[config.mk]
export PLATFORM = sky130hd
export DESIGN_NAME = kpms_top
export DESIGN_NICKNAME = d
export VERILOG_FILES = /design/src/kpms_pkg.sv /design/src/kpms_quad.sv /design/src/kpms_top.sv
export SDC_FILE = /design/constraint.sdc
export NUM_CORES = 1
export LEC_CHECK = 0
export BUFFER_PORTS_ARGS = -buffer_cell sky130_fd_sc_hd__buf_2
export CELL_PAD_IN_SITES_DETAIL_PLACEMENT = 2
export CELL_PAD_IN_SITES_GLOBAL_PLACEMENT = 2
export CORE_UTILIZATION = 43
export CTS_CLUSTER_DIAMETER = 120
export DETAILED_ROUTE_END_ITERATION = 6
export PLACE_DENSITY = 0.86
export SLEW_MARGIN = 20
export SYNTH_ARGS = -nofsm -noshare
export SYNTH_HDL_FRONTEND = slang
export SYNTH_SLANG_ARGS = --single-unit
[constraint.sdc]
create_clock -name i_mclk -period 7.9 [get_ports i_mclk]
set_input_delay 0.395 -clock i_mclk [delete_from_list [all_inputs] [get_ports i_mclk]]
set_output_delay 0.395 -clock i_mclk [all_outputs]
set_load 0.02 [all_outputs]
[src/kpms_pkg.sv]
package kpms_pkg;
  // Matrix and direct-key geometry
  localparam int ROWS       = 8;
  localparam int COLS       = 6;
  localparam int DKEYS      = 8;
  localparam int ENC_W      = 8;

  // Register byte offsets
  localparam logic [7:0] OFS_CTRL   = 8'h00;
  localparam logic [7:0] OFS_DBNC   = 8'h04;
  localparam logic [7:0] OFS_ROWS   = 8'h08;
  localparam logic [7:0] OFS_DKEY   = 8'h0C;
  localparam logic [7:0] OFS_ENC    = 8'h10;
  localparam logic [7:0] OFS_STAT   = 8'h14;
  localparam logic [7:0] OFS_ICLR   = 8'h18;
  localparam logic [7:0] OFS_IEN    = 8'h1C;
  localparam logic [7:0] OFS_RES0   = 8'h20;

  // Control register fields
  localparam int CTL_COLSEL  = 0;
  localparam int CTL_MAT_EN  = 6;
  localparam int CTL_DIR_EN  = 7;
  localparam int CTL_IGNMULT = 8;
  localparam int CTL_AUTO_EN = 9;
  localparam int CTL_ACT_EN  = 10;
  localparam int CTL_ENCA_EN = 11;
  localparam int CTL_ENCB_EN = 12;
  localparam int CTL_START   = 13;
  localparam int CTL_W       = 13;

  // Status bits (sticky) and busy flag
  localparam int ST_MAT    = 0;
  localparam int ST_DIR    = 1;
  localparam int ST_SCAN   = 2;
  localparam int ST_W      = 3;
  localparam int ST_BUSY   = 8;

  // Reset values
  localparam logic [CTL_W-1:0] CTRL_RST = 13'h0000;
  localparam logic [7:0]       DBNC_RST = 8'h0A;

  // Timing: debounce tick and column settle time
  localparam int CLK_NS      = 8;
  localparam int TICK_NS     = 1000;
  localparam int SETTLE_NS   = 1000;
  localparam int TICK_CYC    = (TICK_NS + CLK_NS - 1) / CLK_NS;
  localparam int SETTLE_CYC  = (SETTLE_NS + CLK_NS - 1) / CLK_NS;

  typedef enum logic [1:0] {
    KPMS_IDLE,
    KPMS_DRIVE,
    KPMS_STORE
  } kpms_scan_t;
endpackage

[src/kpms_quad.sv]
module kpms_quad
  import kpms_pkg::*;
#(
  parameter int W = ENC_W
) (
  // Clock and reset
  input  wire logic         i_mclk,
  input  wire logic         i_rstn,
  // Synchronised sensor pair and enable
  input  wire logic         i_en,
  input  wire logic [1:0]   i_ph,
  // Step count
  output logic      [W-1:0] o_count
);

  logic [1:0]   prev_q;
  logic [W-1:0] cnt_q;

  // +1, -1 or 0 from a gray-code transition
  function automatic logic [1:0] kpms_step(input logic [1:0] p, input logic [1:0] c);
    case ({p, c})
      4'h1, 4'h7, 4'hE, 4'h8: kpms_step = 2'b01;
      4'h2, 4'hB, 4'hD, 4'h4: kpms_step = 2'b11;
      default:                kpms_step = 2'b00;
    endcase
  endfunction

  always_ff @(posedge i_mclk or negedge i_rstn) begin
    if (!i_rstn) begin
      prev_q <= 2'h0;
    end else begin
      prev_q <= i_ph;
    end
  end

  always_ff @(posedge i_mclk or negedge i_rstn) begin
    if (!i_rstn) begin
      cnt_q <= '0;
    end else if (i_en) begin
      // Count only when enabled, so the pins are free for keys otherwise
      if (kpms_step(prev_q, i_ph) == 2'b01) begin
        cnt_q <= cnt_q + 1'b1;
      end else if (kpms_step(prev_q, i_ph) == 2'b11) begin
        cnt_q <= cnt_q - 1'b1;
      end
    end
  end

  assign o_count = cnt_q;

  AST_ENC_IDLE: assert property (@(posedge i_mclk) disable iff (!i_rstn)
    !i_en |=> $stable(cnt_q))
    else $error("encoder count moved while disabled");
endmodule

[src/kpms_top.sv]
// Notes on behaviour
// - Handles 8x6 matrix, eight direct keys and two rotary encoders.
// - Matrix and direct keys are serviced together on separate paths.
// - A key press held stable longer than the debounce interval raises an interrupt.
// - Manual scan: software drives columns in turn and reads the rows.
// - Ignore-multiple policy gives one interrupt per press out of a released keypad.
// - Auto scan drives columns itself and stores each column's rows.
// - Scan-on-activity starts an auto scan; its completion interrupts.
// - Software-started auto scans complete without an interrupt.
// - Columns follow auto scan while busy, else the control select bits.
// - Row readings come from eight row inputs, one per row.
// - Shared direct and encoder inputs are used only when selected.
module kpms_top
  import kpms_pkg::*;
(
  // Clock and reset
  input  wire logic             i_mclk,
  input  wire logic             i_rstn,
  // APB slave
  input  wire logic             i_psel,
  input  wire logic             i_penable,
  input  wire logic             i_pwrite,
  input  wire logic [7:0]       i_paddr,
  input  wire logic [31:0]      i_pwdata,
  output logic                  o_pready,
  output logic                  o_pslverr,
  output logic      [31:0]      o_prdata,
  // Keypad pins
  input  wire logic [ROWS-1:0]  i_matrix_row_in,
  input  wire logic [DKEYS-1:0] i_direct_key_in,
  output logic      [COLS-1:0]  o_column_scan_out,
  // Interrupt
  output logic                  o_irq
);

  ////////////////////////////////////////////////////////////////////////
  // Input synchronisers
  logic [ROWS-1:0]  row_s1_q, row_s2_q;
  logic [DKEYS-1:0] dk_s1_q, dk_s2_q;

  always_ff @(posedge i_mclk or negedge i_rstn) begin
    if (!i_rstn) begin
      row_s1_q <= '0;
      row_s2_q <= '0;
      dk_s1_q  <= '0;
      dk_s2_q  <= '0;
    end else begin
      row_s1_q <= i_matrix_row_in;
      row_s2_q <= row_s1_q;
      dk_s1_q  <= i_direct_key_in;
      dk_s2_q  <= dk_s1_q;
    end
  end

  ////////////////////////////////////////////////////////////////////////
  // Registers
  logic [CTL_W-1:0] ctrl_q;
  logic [7:0]       dbnc_q;
  logic [ST_W-1:0]  stat_q, ien_q;
  logic [ROWS-1:0]  res_q [COLS];
  logic             start_q;
  logic             wr_en, setup;
  logic [31:0]      rdata_d;
  logic             hit_d;

  assign setup  = i_psel && !i_penable;
  assign wr_en  = i_psel && i_penable && i_pwrite;
  assign o_pready = 1'b1;

  always_ff @(posedge i_mclk or negedge i_rstn) begin
    if (!i_rstn) begin
      ctrl_q <= CTRL_RST;
      dbnc_q <= DBNC_RST;
      ien_q  <= '0;
    end else if (wr_en) begin
      if (i_paddr == OFS_CTRL) begin
        ctrl_q <= i_pwdata[CTL_W-1:0];
      end
      if (i_paddr == OFS_DBNC) begin
        dbnc_q <= i_pwdata[7:0];
      end
      if (i_paddr == OFS_IEN) begin
        ien_q <= i_pwdata[ST_W-1:0];
      end
    end
  end

  // Start is a self-clearing pulse; only honoured while auto scan is enabled
  always_ff @(posedge i_mclk or negedge i_rstn) begin
    if (!i_rstn) begin
      start_q <= 1'b0;
    end else begin
      start_q <= wr_en && (i_paddr == OFS_CTRL) && i_pwdata[CTL_START]
                 && i_pwdata[CTL_AUTO_EN];
    end
  end

  ////////////////////////////////////////////////////////////////////////
  // Encoders and direct keys
  logic [ENC_W-1:0] enc_cnt [2];
  logic [1:0]       enc_en;
  logic [DKEYS-1:0] dk_mask, dk_mon;

  assign enc_en = {ctrl_q[CTL_ENCB_EN], ctrl_q[CTL_ENCA_EN]};

  generate
    for (genvar e = 0; e < 2; e++) begin : g_enc
      kpms_quad #(.W(ENC_W)) u_quad (
        .i_mclk  (i_mclk),
        .i_rstn  (i_rstn),
        .i_en    (enc_en[e]),
        .i_ph    (dk_s2_q[2*e+1:2*e]),
        .o_count (enc_cnt[e])
      );
      assign dk_mask[2*e+1:2*e] = {2{!enc_en[e]}};
    end
  endgenerate
  assign dk_mask[DKEYS-1:4] = '1;

  // Pins claimed by an encoder or left unselected are not seen as keys
  assign dk_mon = ctrl_q[CTL_DIR_EN] ? (dk_s2_q & dk_mask) : '0;

  ////////////////////////////////////////////////////////////////////////
  // Debounce
  logic [ROWS-1:0]  mat_mon, mat_prev_q, mat_stb_q;
  logic [DKEYS-1:0] dk_prev_q, dk_stb_q, dk_out_q;
  logic [7:0]       tick_cnt_q;
  // One bit wider than the interval, so an interval of 8'hFF can still expire
  logic [8:0]       dbnc_cnt_q;
  logic             tick, changed, expired;
  logic             mat_evt, dir_evt, busy;

  // Hold the pattern while scanning: rows then show one column only, and a
  // key held across a scan must not come back as a new press
  assign mat_mon = busy ? mat_prev_q : (ctrl_q[CTL_MAT_EN] ? row_s2_q : '0);
  assign changed = (mat_mon != mat_prev_q) || (dk_mon != dk_prev_q);
  assign tick    = (tick_cnt_q == 8'(TICK_CYC - 1));
  assign expired = (dbnc_cnt_q > dbnc_q);

  always_ff @(posedge i_mclk or negedge i_rstn) begin
    if (!i_rstn) begin
      mat_prev_q <= '0;
      dk_prev_q  <= '0;
    end else begin
      mat_prev_q <= mat_mon;
      dk_prev_q  <= dk_mon;
    end
  end

  always_ff @(posedge i_mclk or negedge i_rstn) begin
    if (!i_rstn) begin
      tick_cnt_q <= '0;
    end else if (changed || tick) begin
      tick_cnt_q <= '0;
    end else begin
      tick_cnt_q <= tick_cnt_q + 1'b1;
    end
  end

  always_ff @(posedge i_mclk or negedge i_rstn) begin
    if (!i_rstn) begin
      dbnc_cnt_q <= '0;
    end else if (changed) begin
      dbnc_cnt_q <= '0;
    end else if (tick && !expired) begin
      dbnc_cnt_q <= dbnc_cnt_q + 1'b1;
    end
  end

  // New stable patterns with a key down become events; with the ignore policy only the
  // first press out of a released keypad counts
  assign mat_evt = expired && (mat_prev_q != mat_stb_q) && (|mat_prev_q)
                   && (!ctrl_q[CTL_IGNMULT] || !(|mat_stb_q));
  assign dir_evt = expired && (dk_prev_q != dk_stb_q) && (|dk_prev_q);

  always_ff @(posedge i_mclk or negedge i_rstn) begin
    if (!i_rstn) begin
      mat_stb_q <= '0;
      dk_stb_q  <= '0;
      dk_out_q  <= '0;
    end else if (expired) begin
      mat_stb_q <= mat_prev_q;
      dk_stb_q  <= dk_prev_q;
      dk_out_q  <= dk_prev_q;
    end
  end

  ////////////////////////////////////////////////////////////////////////
  // Automatic scan
  kpms_scan_t       state_q;
  logic [2:0]       col_q;
  logic [7:0]       settle_q;
  logic             by_act_q, scan_done, act_start;

  assign act_start = mat_evt && ctrl_q[CTL_ACT_EN];
  assign busy      = (state_q != KPMS_IDLE);
  assign scan_done = (state_q == KPMS_STORE) && (col_q == 3'(COLS - 1));

  always_ff @(posedge i_mclk or negedge i_rstn) begin
    if (!i_rstn) begin
      state_q  <= KPMS_IDLE;
      col_q    <= '0;
      settle_q <= '0;
      by_act_q <= 1'b0;
    end else begin
      case (state_q)
        KPMS_IDLE: begin
          if (act_start || start_q) begin
            state_q  <= KPMS_DRIVE;
            col_q    <= '0;
            settle_q <= '0;
            by_act_q <= act_start;
          end
        end
        KPMS_DRIVE: begin
          // Rows need time to follow the column before they are sampled
          if (settle_q == 8'(SETTLE_CYC + 1)) begin
            state_q <= KPMS_STORE;
          end else begin
            settle_q <= settle_q + 1'b1;
          end
        end
        KPMS_STORE: begin
          settle_q <= '0;
          if (col_q == 3'(COLS - 1)) begin
            state_q <= KPMS_IDLE;
          end else begin
            col_q   <= col_q + 1'b1;
            state_q <= KPMS_DRIVE;
          end
        end
        default: state_q <= KPMS_IDLE;
      endcase
    end
  end

  always_ff @(posedge i_mclk or negedge i_rstn) begin
    if (!i_rstn) begin
      for (int c = 0; c < COLS; c++) begin
        res_q[c] <= '0;
      end
    end else if (state_q == KPMS_STORE) begin
      res_q[col_q] <= row_s2_q;
    end
  end

  always_ff @(posedge i_mclk or negedge i_rstn) begin
    if (!i_rstn) begin
      o_column_scan_out <= '0;
    end else if (busy) begin
      o_column_scan_out <= COLS'(1) << col_q;
    end else begin
      o_column_scan_out <= ctrl_q[CTL_COLSEL +: COLS];
    end
  end

  ////////////////////////////////////////////////////////////////////////
  // Interrupt status: set wins over clear
  logic [ST_W-1:0] ev, clr;

  assign ev  = {scan_done && by_act_q, dir_evt, mat_evt};
  assign clr = (wr_en && i_paddr == OFS_ICLR) ? i_pwdata[ST_W-1:0] : '0;

  always_ff @(posedge i_mclk or negedge i_rstn) begin
    if (!i_rstn) begin
      stat_q <= '0;
    end else begin
      stat_q <= (stat_q & ~clr) | ev;
    end
  end

  always_ff @(posedge i_mclk or negedge i_rstn) begin
    if (!i_rstn) begin
      o_irq <= 1'b0;
    end else begin
      o_irq <= |((stat_q & ~clr | ev) & ien_q);
    end
  end

  ////////////////////////////////////////////////////////////////////////
  // Read path, captured in the setup cycle
  always_comb begin
    rdata_d = '0;
    hit_d   = 1'b1;
    case (i_paddr)
      OFS_CTRL: rdata_d[CTL_W-1:0] = ctrl_q;
      OFS_DBNC: rdata_d[7:0] = dbnc_q;
      OFS_ROWS: rdata_d[ROWS-1:0] = row_s2_q;
      OFS_DKEY: rdata_d[DKEYS-1:0] = dk_out_q;
      OFS_ENC:  rdata_d[15:0] = {enc_cnt[1], enc_cnt[0]};
      OFS_STAT: rdata_d = {23'h0, busy, 5'h0, stat_q};
      OFS_ICLR: rdata_d = '0;
      OFS_IEN:  rdata_d[ST_W-1:0] = ien_q;
      default: begin
        if (i_paddr >= OFS_RES0 && i_paddr < OFS_RES0 + 8'(4 * COLS)
            && i_paddr[1:0] == 2'h0) begin
          rdata_d[ROWS-1:0] = res_q[3'(i_paddr[4:2])];
        end else begin
          hit_d = 1'b0;
        end
      end
    endcase
  end

  always_ff @(posedge i_mclk or negedge i_rstn) begin
    if (!i_rstn) begin
      o_prdata  <= '0;
      o_pslverr <= 1'b0;
    end else if (setup) begin
      o_prdata  <= i_pwrite ? 32'h0 : rdata_d;
      o_pslverr <= !hit_d;
    end
  end

  ////////////////////////////////////////////////////////////////////////
  // Checks
  localparam int SCAN_MAX = 130 * 6 + 2;

  AST_COL_MANUAL: assert property (@(posedge i_mclk) disable iff (!i_rstn)
    !busy ##1 $stable(ctrl_q) |-> o_column_scan_out == ctrl_q[CTL_COLSEL +: COLS])
    else $error("manual column output differs from select bits");
  AST_COL_AUTO: assert property (@(posedge i_mclk) disable iff (!i_rstn)
    busy |=> $onehot(o_column_scan_out))
    else $error("auto scan drives no single column");
  AST_SCAN_ENDS: assert property (@(posedge i_mclk) disable iff (!i_rstn)
    $rose(busy) |-> ##[1:SCAN_MAX] scan_done)
    else $error("auto scan did not complete");
  AST_ACT_IRQ: assert property (@(posedge i_mclk) disable iff (!i_rstn)
    scan_done && by_act_q |=> stat_q[ST_SCAN])
    else $error("activity scan completion not flagged");
  AST_SW_QUIET: assert property (@(posedge i_mclk) disable iff (!i_rstn)
    scan_done && !by_act_q && !stat_q[ST_SCAN] |=> !stat_q[ST_SCAN])
    else $error("software scan raised an interrupt");
  AST_DBNC_RST: assert property (@(posedge i_mclk) disable iff (!i_rstn)
    changed |=> dbnc_cnt_q == 9'h000)
    else $error("debounce count not restarted");
  AST_IGNORE: assert property (@(posedge i_mclk) disable iff (!i_rstn)
    ctrl_q[CTL_IGNMULT] && (|mat_stb_q) && !stat_q[ST_MAT] |=> !stat_q[ST_MAT])
    else $error("second press reported under ignore policy");
  AST_MAT_FLAG: assert property (@(posedge i_mclk) disable iff (!i_rstn)
    mat_evt |=> stat_q[ST_MAT] ##1 (o_irq || !ien_q[ST_MAT]))
    else $error("debounced activity not flagged");
  AST_DIR_OFF: assert property (@(posedge i_mclk) disable iff (!i_rstn)
    !ctrl_q[CTL_DIR_EN] |-> dk_mon == '0)
    else $error("direct keys seen while disabled");

  COV_ACT_SCAN: cover property (@(posedge i_mclk) disable iff (!i_rstn)
    scan_done && by_act_q);
  COV_SW_SCAN: cover property (@(posedge i_mclk) disable iff (!i_rstn)
    scan_done && !by_act_q);
  COV_DIR_EVT: cover property (@(posedge i_mclk) disable iff (!i_rstn) dir_evt);
  COV_IRQ: cover property (@(posedge i_mclk) disable iff (!i_rstn) $rose(o_irq));
endmodule

Word level (Yosys, flattened, before mapping)
Memories as Yosys holds them, arrays and structs flattened.
Index checks and enable logic that the tools add are counted.
W data, S select, Z words.
{ "op_classes": {"addsub": 8, "magnitude_cmp": 6, "eq_ne": 24, "n_shift": 1, "mux": 42, "n_bitwise": 7, "reduce_logical": 54} }
{ "ops": {"columns": ["op", "n"], "rows": [
  ["$mux W8", 14],
  ["$bwmux W48", 1],
  ["$add A8 B1 Y8 const B", 4],
  ["$eq A8 B5 Y1 const B", 4],
  ["$ne A8 B8 Y1", 4],
  ["$reduce_or A8 Y1", 4],
  ["$pmux W5 S6", 1],
  ["$bmux W8 S3", 1],
  ["$demux W8 S3", 1],
  ["$pmux W3 S8", 1],
  ["$pmux W8 S3", 1],
  ["$logic_and A1 B1 Y1", 19],
  ["$mux W9", 2],
  ["$eq A8 B4 Y1 const B", 2],
  ["$eq A8 B7 Y1 const B", 2],
  ["$mux W16", 1],
  ["$mux W2", 8],
  ["$sub A8 B1 Y8 const B", 2],
  ["$pmux W5 S3", 1],
  ["$reduce_and A2 Y1", 7],
  ["$mux W3", 4],
  ["$reduce_bool A2 Y1", 5],
  ["$add A9 B1 Y9 const B", 1],
  ["$gt A9 B8 Y1", 1],
  ["other kinds (27)", 51]
]} }
{ "word_totals": {"register_bits": 231, "mem_bits_ro": 128, "mem_count": 4} }
{ "memory_table": {"columns": ["memory", "words", "width", "read_ports", "rd_clocked_by_memory_dff", "wr", "line", "text"], "rows": [
  ["(no name shown)", 16, 2, 1, 0, 0, "kpms_quad.sv:21", "case ({p, c})"],
  ["(no name shown)", 16, 2, 1, 0, 0, "kpms_quad.sv:21", null],
  ["(no name shown)", 16, 2, 1, 0, 0, "kpms_quad.sv:21", null],
  ["(no name shown)", 16, 2, 1, 0, 0, "kpms_quad.sv:21", null]
]} }

Logic depth before layout (Yosys ltp)
{ "logic_depth": {"depth_word": 9, "ltp_mapped": 12, "depth_no_buf": 12} }

Hierarchy
From an unflattened synthesis, not the netlist that was laid out.
{ "unflattened": {"hier_cells": 994, "hier_area_um2": 10835.4} }
{ "by_module_without_submodules": {"columns": ["mod", "n_inst", "cells_each", "area_each_um2", "seq_area_each_um2"], "rows": [
  ["kpms_top", 1, 854, 9376.5, 4882.2],
  ["kpms_quad", 2, 70, 729.4, 250.2]
]} }

Least setup slack after synthesis
OpenSTA, ideal clock, no wires.
{ "synth_path": {"path_type": "reg2reg", "from": "register dk_s2_q[1]", "to": "register g_enc[0].u_quad.cnt_q[7]", "setup_ns": 0.123, "arrival_ns": 3.004, "path_slack_ns": 4.774, "stages_incl_launch_ff": 12, "period_less_slack_ns": 3.126, "path_cell_list": "dfrtp_1 -> inv_1 -> ha_1 -> nor3b_1 -> o31ai_1 -> ha_1 -> a21oi_1 -> o211ai_1 -> o41ai_1 -> xnor2_1 -> nand3_1 -> xnor2_1"} }
{ "synth_via": {"elab_chain_len": 6, "elab_cells_between_ends": 10, "cone_classes": "eq/ne (2); mux (4); reduce/logical (2); memory (2)"} }
{ "synth_lines": {"columns": ["item", "line", "text"], "rows": [
  ["start: declaration", "kpms_top.sv:39", "logic [DKEYS-1:0] dk_s1_q, dk_s2_q;"],
  ["start signal: assignment", "kpms_top.sv:51", "dk_s2_q <= dk_s1_q;"],
  ["$mem_v2 Z16 W2", null, null],
  ["$mux W2", "kpms_quad.sv:41", "if (kpms_step(prev_q, i_ph) == 2'b01) begin"],
  ["$mux W2", "kpms_quad.sv:39", "end else if (i_en) begin"],
  ["$eq A2 B2 Y1", "kpms_quad.sv:43", "end else if (kpms_step(prev_q, i_ph) == 2'b11) begin"],
  ["$reduce_bool A2 Y1 (no source line)", null, null],
  ["$reduce_and A2 Y1 (no source line)", null, null],
  ["end signal: assignment", "kpms_quad.sv:42", "cnt_q <= cnt_q + 1'b1;"],
  ["end signal: assignment", "kpms_quad.sv:44", "cnt_q <= cnt_q - 1'b1;"],
  ["end: declaration", "kpms_quad.sv:17", "logic [W-1:0] cnt_q;"]
]} }
Several ways; a longest one is shown, not always the timed one. The select of a mux whose other input is x is not followed.
A chain may end at the register's enable or synchronous reset.

Worst setup path after layout
Same ends and word-level chain as after synthesis.

==> run metrics <==
post-CTS sizing=0; Vias=8156; post-CTS setup buffers=0; worst rel slew slack=0.3472; Worst setup EP type=flop; Sinks on Clock Net=215; Leak=5.679 nW; Yosys cell types=65; CTS tree=done; Pins Over Slew Limit=0; Gate power share=0.111; Pwr per Cell Area=231.2 nW/µm²; Crit Path Max Fanout=8; number of global-route vias before repair=9469; DRT antenna net count=0; Worst-Margin Slew=0.9733 ns; Layout Cells excl Fill=1372; register area share after synthesis=0.5075; Chip Width=159.1 µm; routability cong.=0.8050; initial antenna violation count=0; core area=24250 µm²; Worst Setup Slack, final=4.073 ns; vias per inst=5.945; Area Growth Syn to Fin=15.36%; Post-synth ARST share=1.000; Yosys warnings=0; Fillers=2412; Critical Path RT=8.32 ns; final worst-path cycle share=0.4844; Root Buffer=clkbuf_16; # DRC=0; number of synthesized flops with an enable pin=0; post-layout util=0.5046; mapped cell area=10610 µm²; final setup TNS=0 ns; # setup viols final=0; Starting Density=0.4374; Setup CP Type=reg2reg; Area contributors post-synth=dfrtp_1, mux2_2, ha_1; Setup WS pre-CTS=4.326 ns; Tot GR Track Use=0.3067; #FFs+latches synth=215; Iteration-0 DRC Markers=582; RSZ-0062 raised after global routing=no; area of the multi-input gates=4792 µm²; wire length of the first global-routing pass=59490 µm; Peak VDD IR=0.1483 mV; Post-DP HPWL=22440 µm; global route overflow=0; ratio of cells with drive above 1 in the final layout=0.2032; Worst Hold Class=in2reg; clock slew at reported path FFs=0.06 ns; number of hold buffers added after CTS=17; Final Hold Vio Count=0; most common cell after layout, fill and taps aside=dfrtp_1; Die Height=159.1 µm; TritonCTS buffer count=25; largest net degree at the start of global routing=96; cell count after synthesis=958; min Tclk post-route=3.827 ns; CP Launch Type=flop; Pint=2.076 mW; max frequency=261.3 MHz; max-cap violations=0; die area=25300 µm²; part of the power in registers=0.425; I/O Buffers=66; Sw Share=0.2660; status=complete, no violations; synthesized area per cell=11.07 µm²; post-synth top area share=0.5025; Clock power frac=0.464; Routed WL=37550 µm; Placed Cells incl. Taps=1310; IO Pins=102; crit path DAT=4.24 ns; H-tree depth=1; WL/cell=27.37 µm; Top FF cell, synth=dfrtp_1; first-pass detailed-route iteration total=5; Synth area leader=dfrtp_1; clk buf depth=3; Fin Clk Skew=0.03047 ns; Final #Nets=1131; Psw=0.7522 mW; Placement Rows=57; clock latency on the worst-skew pair=0.55 ns; most frequent cells in the layout=dfrtp_1, nand2_1, mux2_2; n_diodes=0; FF+latch area=5383 µm²
sequential cells by signal, indices dropped and copies added, names as in the netlist, 9 cells and up:
| signal | flops |
|---|---|
| ctrl_q | 13 |
| dbnc_cnt_q | 9 |
| g_enc.u_quad.o_count | 16 |
| o_prdata | 16 |
| res_q | 48 |
metrics by stage:
step / cell area (µm²) / hold WS [ns] / power [mW]
after CTS: 12240 / 0.09388 / 2.825
after floorplan: 10660 / 0.09941 / 1.393
after detailed placement: 11160 / 0.3358 / 1.507
after global placement: 11150 / 0.3343 / 1.480
final: 12240 / 0.1083 / 2.828
after global routing: 12240 / 0.09939 / 2.922
kinds of logic after synthesis:
logic type               after synthesis  synth area share
adder cells (fa/ha/maj)               40           0.04860
multiplexers                         102            0.1237
buffers and inverters                107           0.04648
other                                  2         0.0007081
XOR/XNOR                              53           0.04377
flip-flops                           215            0.5075
AO/OA/AOI/OAI                        170            0.1031
AND/OR/NAND/NOR                      269            0.1261
per-layer routing:
layer  vias to the layer above  part of all wire  GRT usage
met4                         0             0.048     0.1460
met3                       101             0.040    0.03959
met5                         -                 0          0
li1                       3516                 -          -
met2                       240              0.50     0.5311
met1                      4299              0.41     0.3805
final timing paths:
kind / startpoint / to / cells past startpoint / slack (ns)
min in group asynchronous: i_rstn / g_enc[1].u_quad.o_count[7] / 2 / 0.50
worst max-delay path: dk_s2_q[1] / g_enc[0].u_quad.o_count[7] / 11 / 4.07
worst max register to register: dk_s2_q[1] / g_enc[0].u_quad.o_count[7] / 11 / 4.07
worst min-delay path: i_pwdata[13] / start_q / 3 / 0.11
max in group asynchronous: i_rstn / dk_s2_q[7] / 3 / 5.95
worst min register to register: dk_s1_q[3] / dk_s2_q[3] / 0 / 0.34
synthesized netlist by cell type (all sizes together) (4+ instances only):
cell type  number
o31ai           5
nor3           24
nor4            5
mux4           13
a211o           4
o41ai           4
nor2           41
inv            45
o211ai          5
xor2           14
clkbuf         32
nand2          93
xnor2          39
mux2i          13
nand4           6
or4             4
and3           11
nor3b           7
a221oi          7
mux2           76
nor2b           5
nand3          41
buf            30
o221ai          6
and2            6
a22oi           6
o21ai          61
a21o            7
a21oi          29
a32o            6
a31oi           5
nand2b          7
ha             38
o22ai          10
dfrtp         213
worst max-delay path, cell delays in order (launching register included):
cell and delay (ns):
dfrtp_1 0.51, inv_1 0.15, ha_1 0.44, nor3b_1 0.12
o31ai_2 0.82, ha_1 0.40, a21oi_1 0.21, o211ai_1 0.15
o41ai_1 0.44, xnor2_1 0.18, nand3_1 0.12, xnor2_1 0.15
area by class of cell:
| class | instances | share of cell area |
|---|---|---|
| well taps | 324 | 0.03313 |
| inverters | 45 | 0.01381 |
| flip-flops and latches | 215 | 0.4399 |
| clock buffers | 34 | 0.05716 |
| repair buffers | 92 | 0.04724 |
| clock inverters | 11 | 0.01708 |
| multi-input cells | 651 | 0.3917 |
power by group through the flow:
stage          Clock, mW  Sequential (mW)  Combinational [mW]
2_1_floorplan          0             1.20               0.194
3_3_place_gp           0             1.21               0.268
3_5_place_dp           0             1.22               0.290
4_1_cts             1.32             1.20               0.307
5_1_grt             1.37             1.21               0.344
6_report            1.31             1.20               0.314
(Power assumes the default switching activity.)
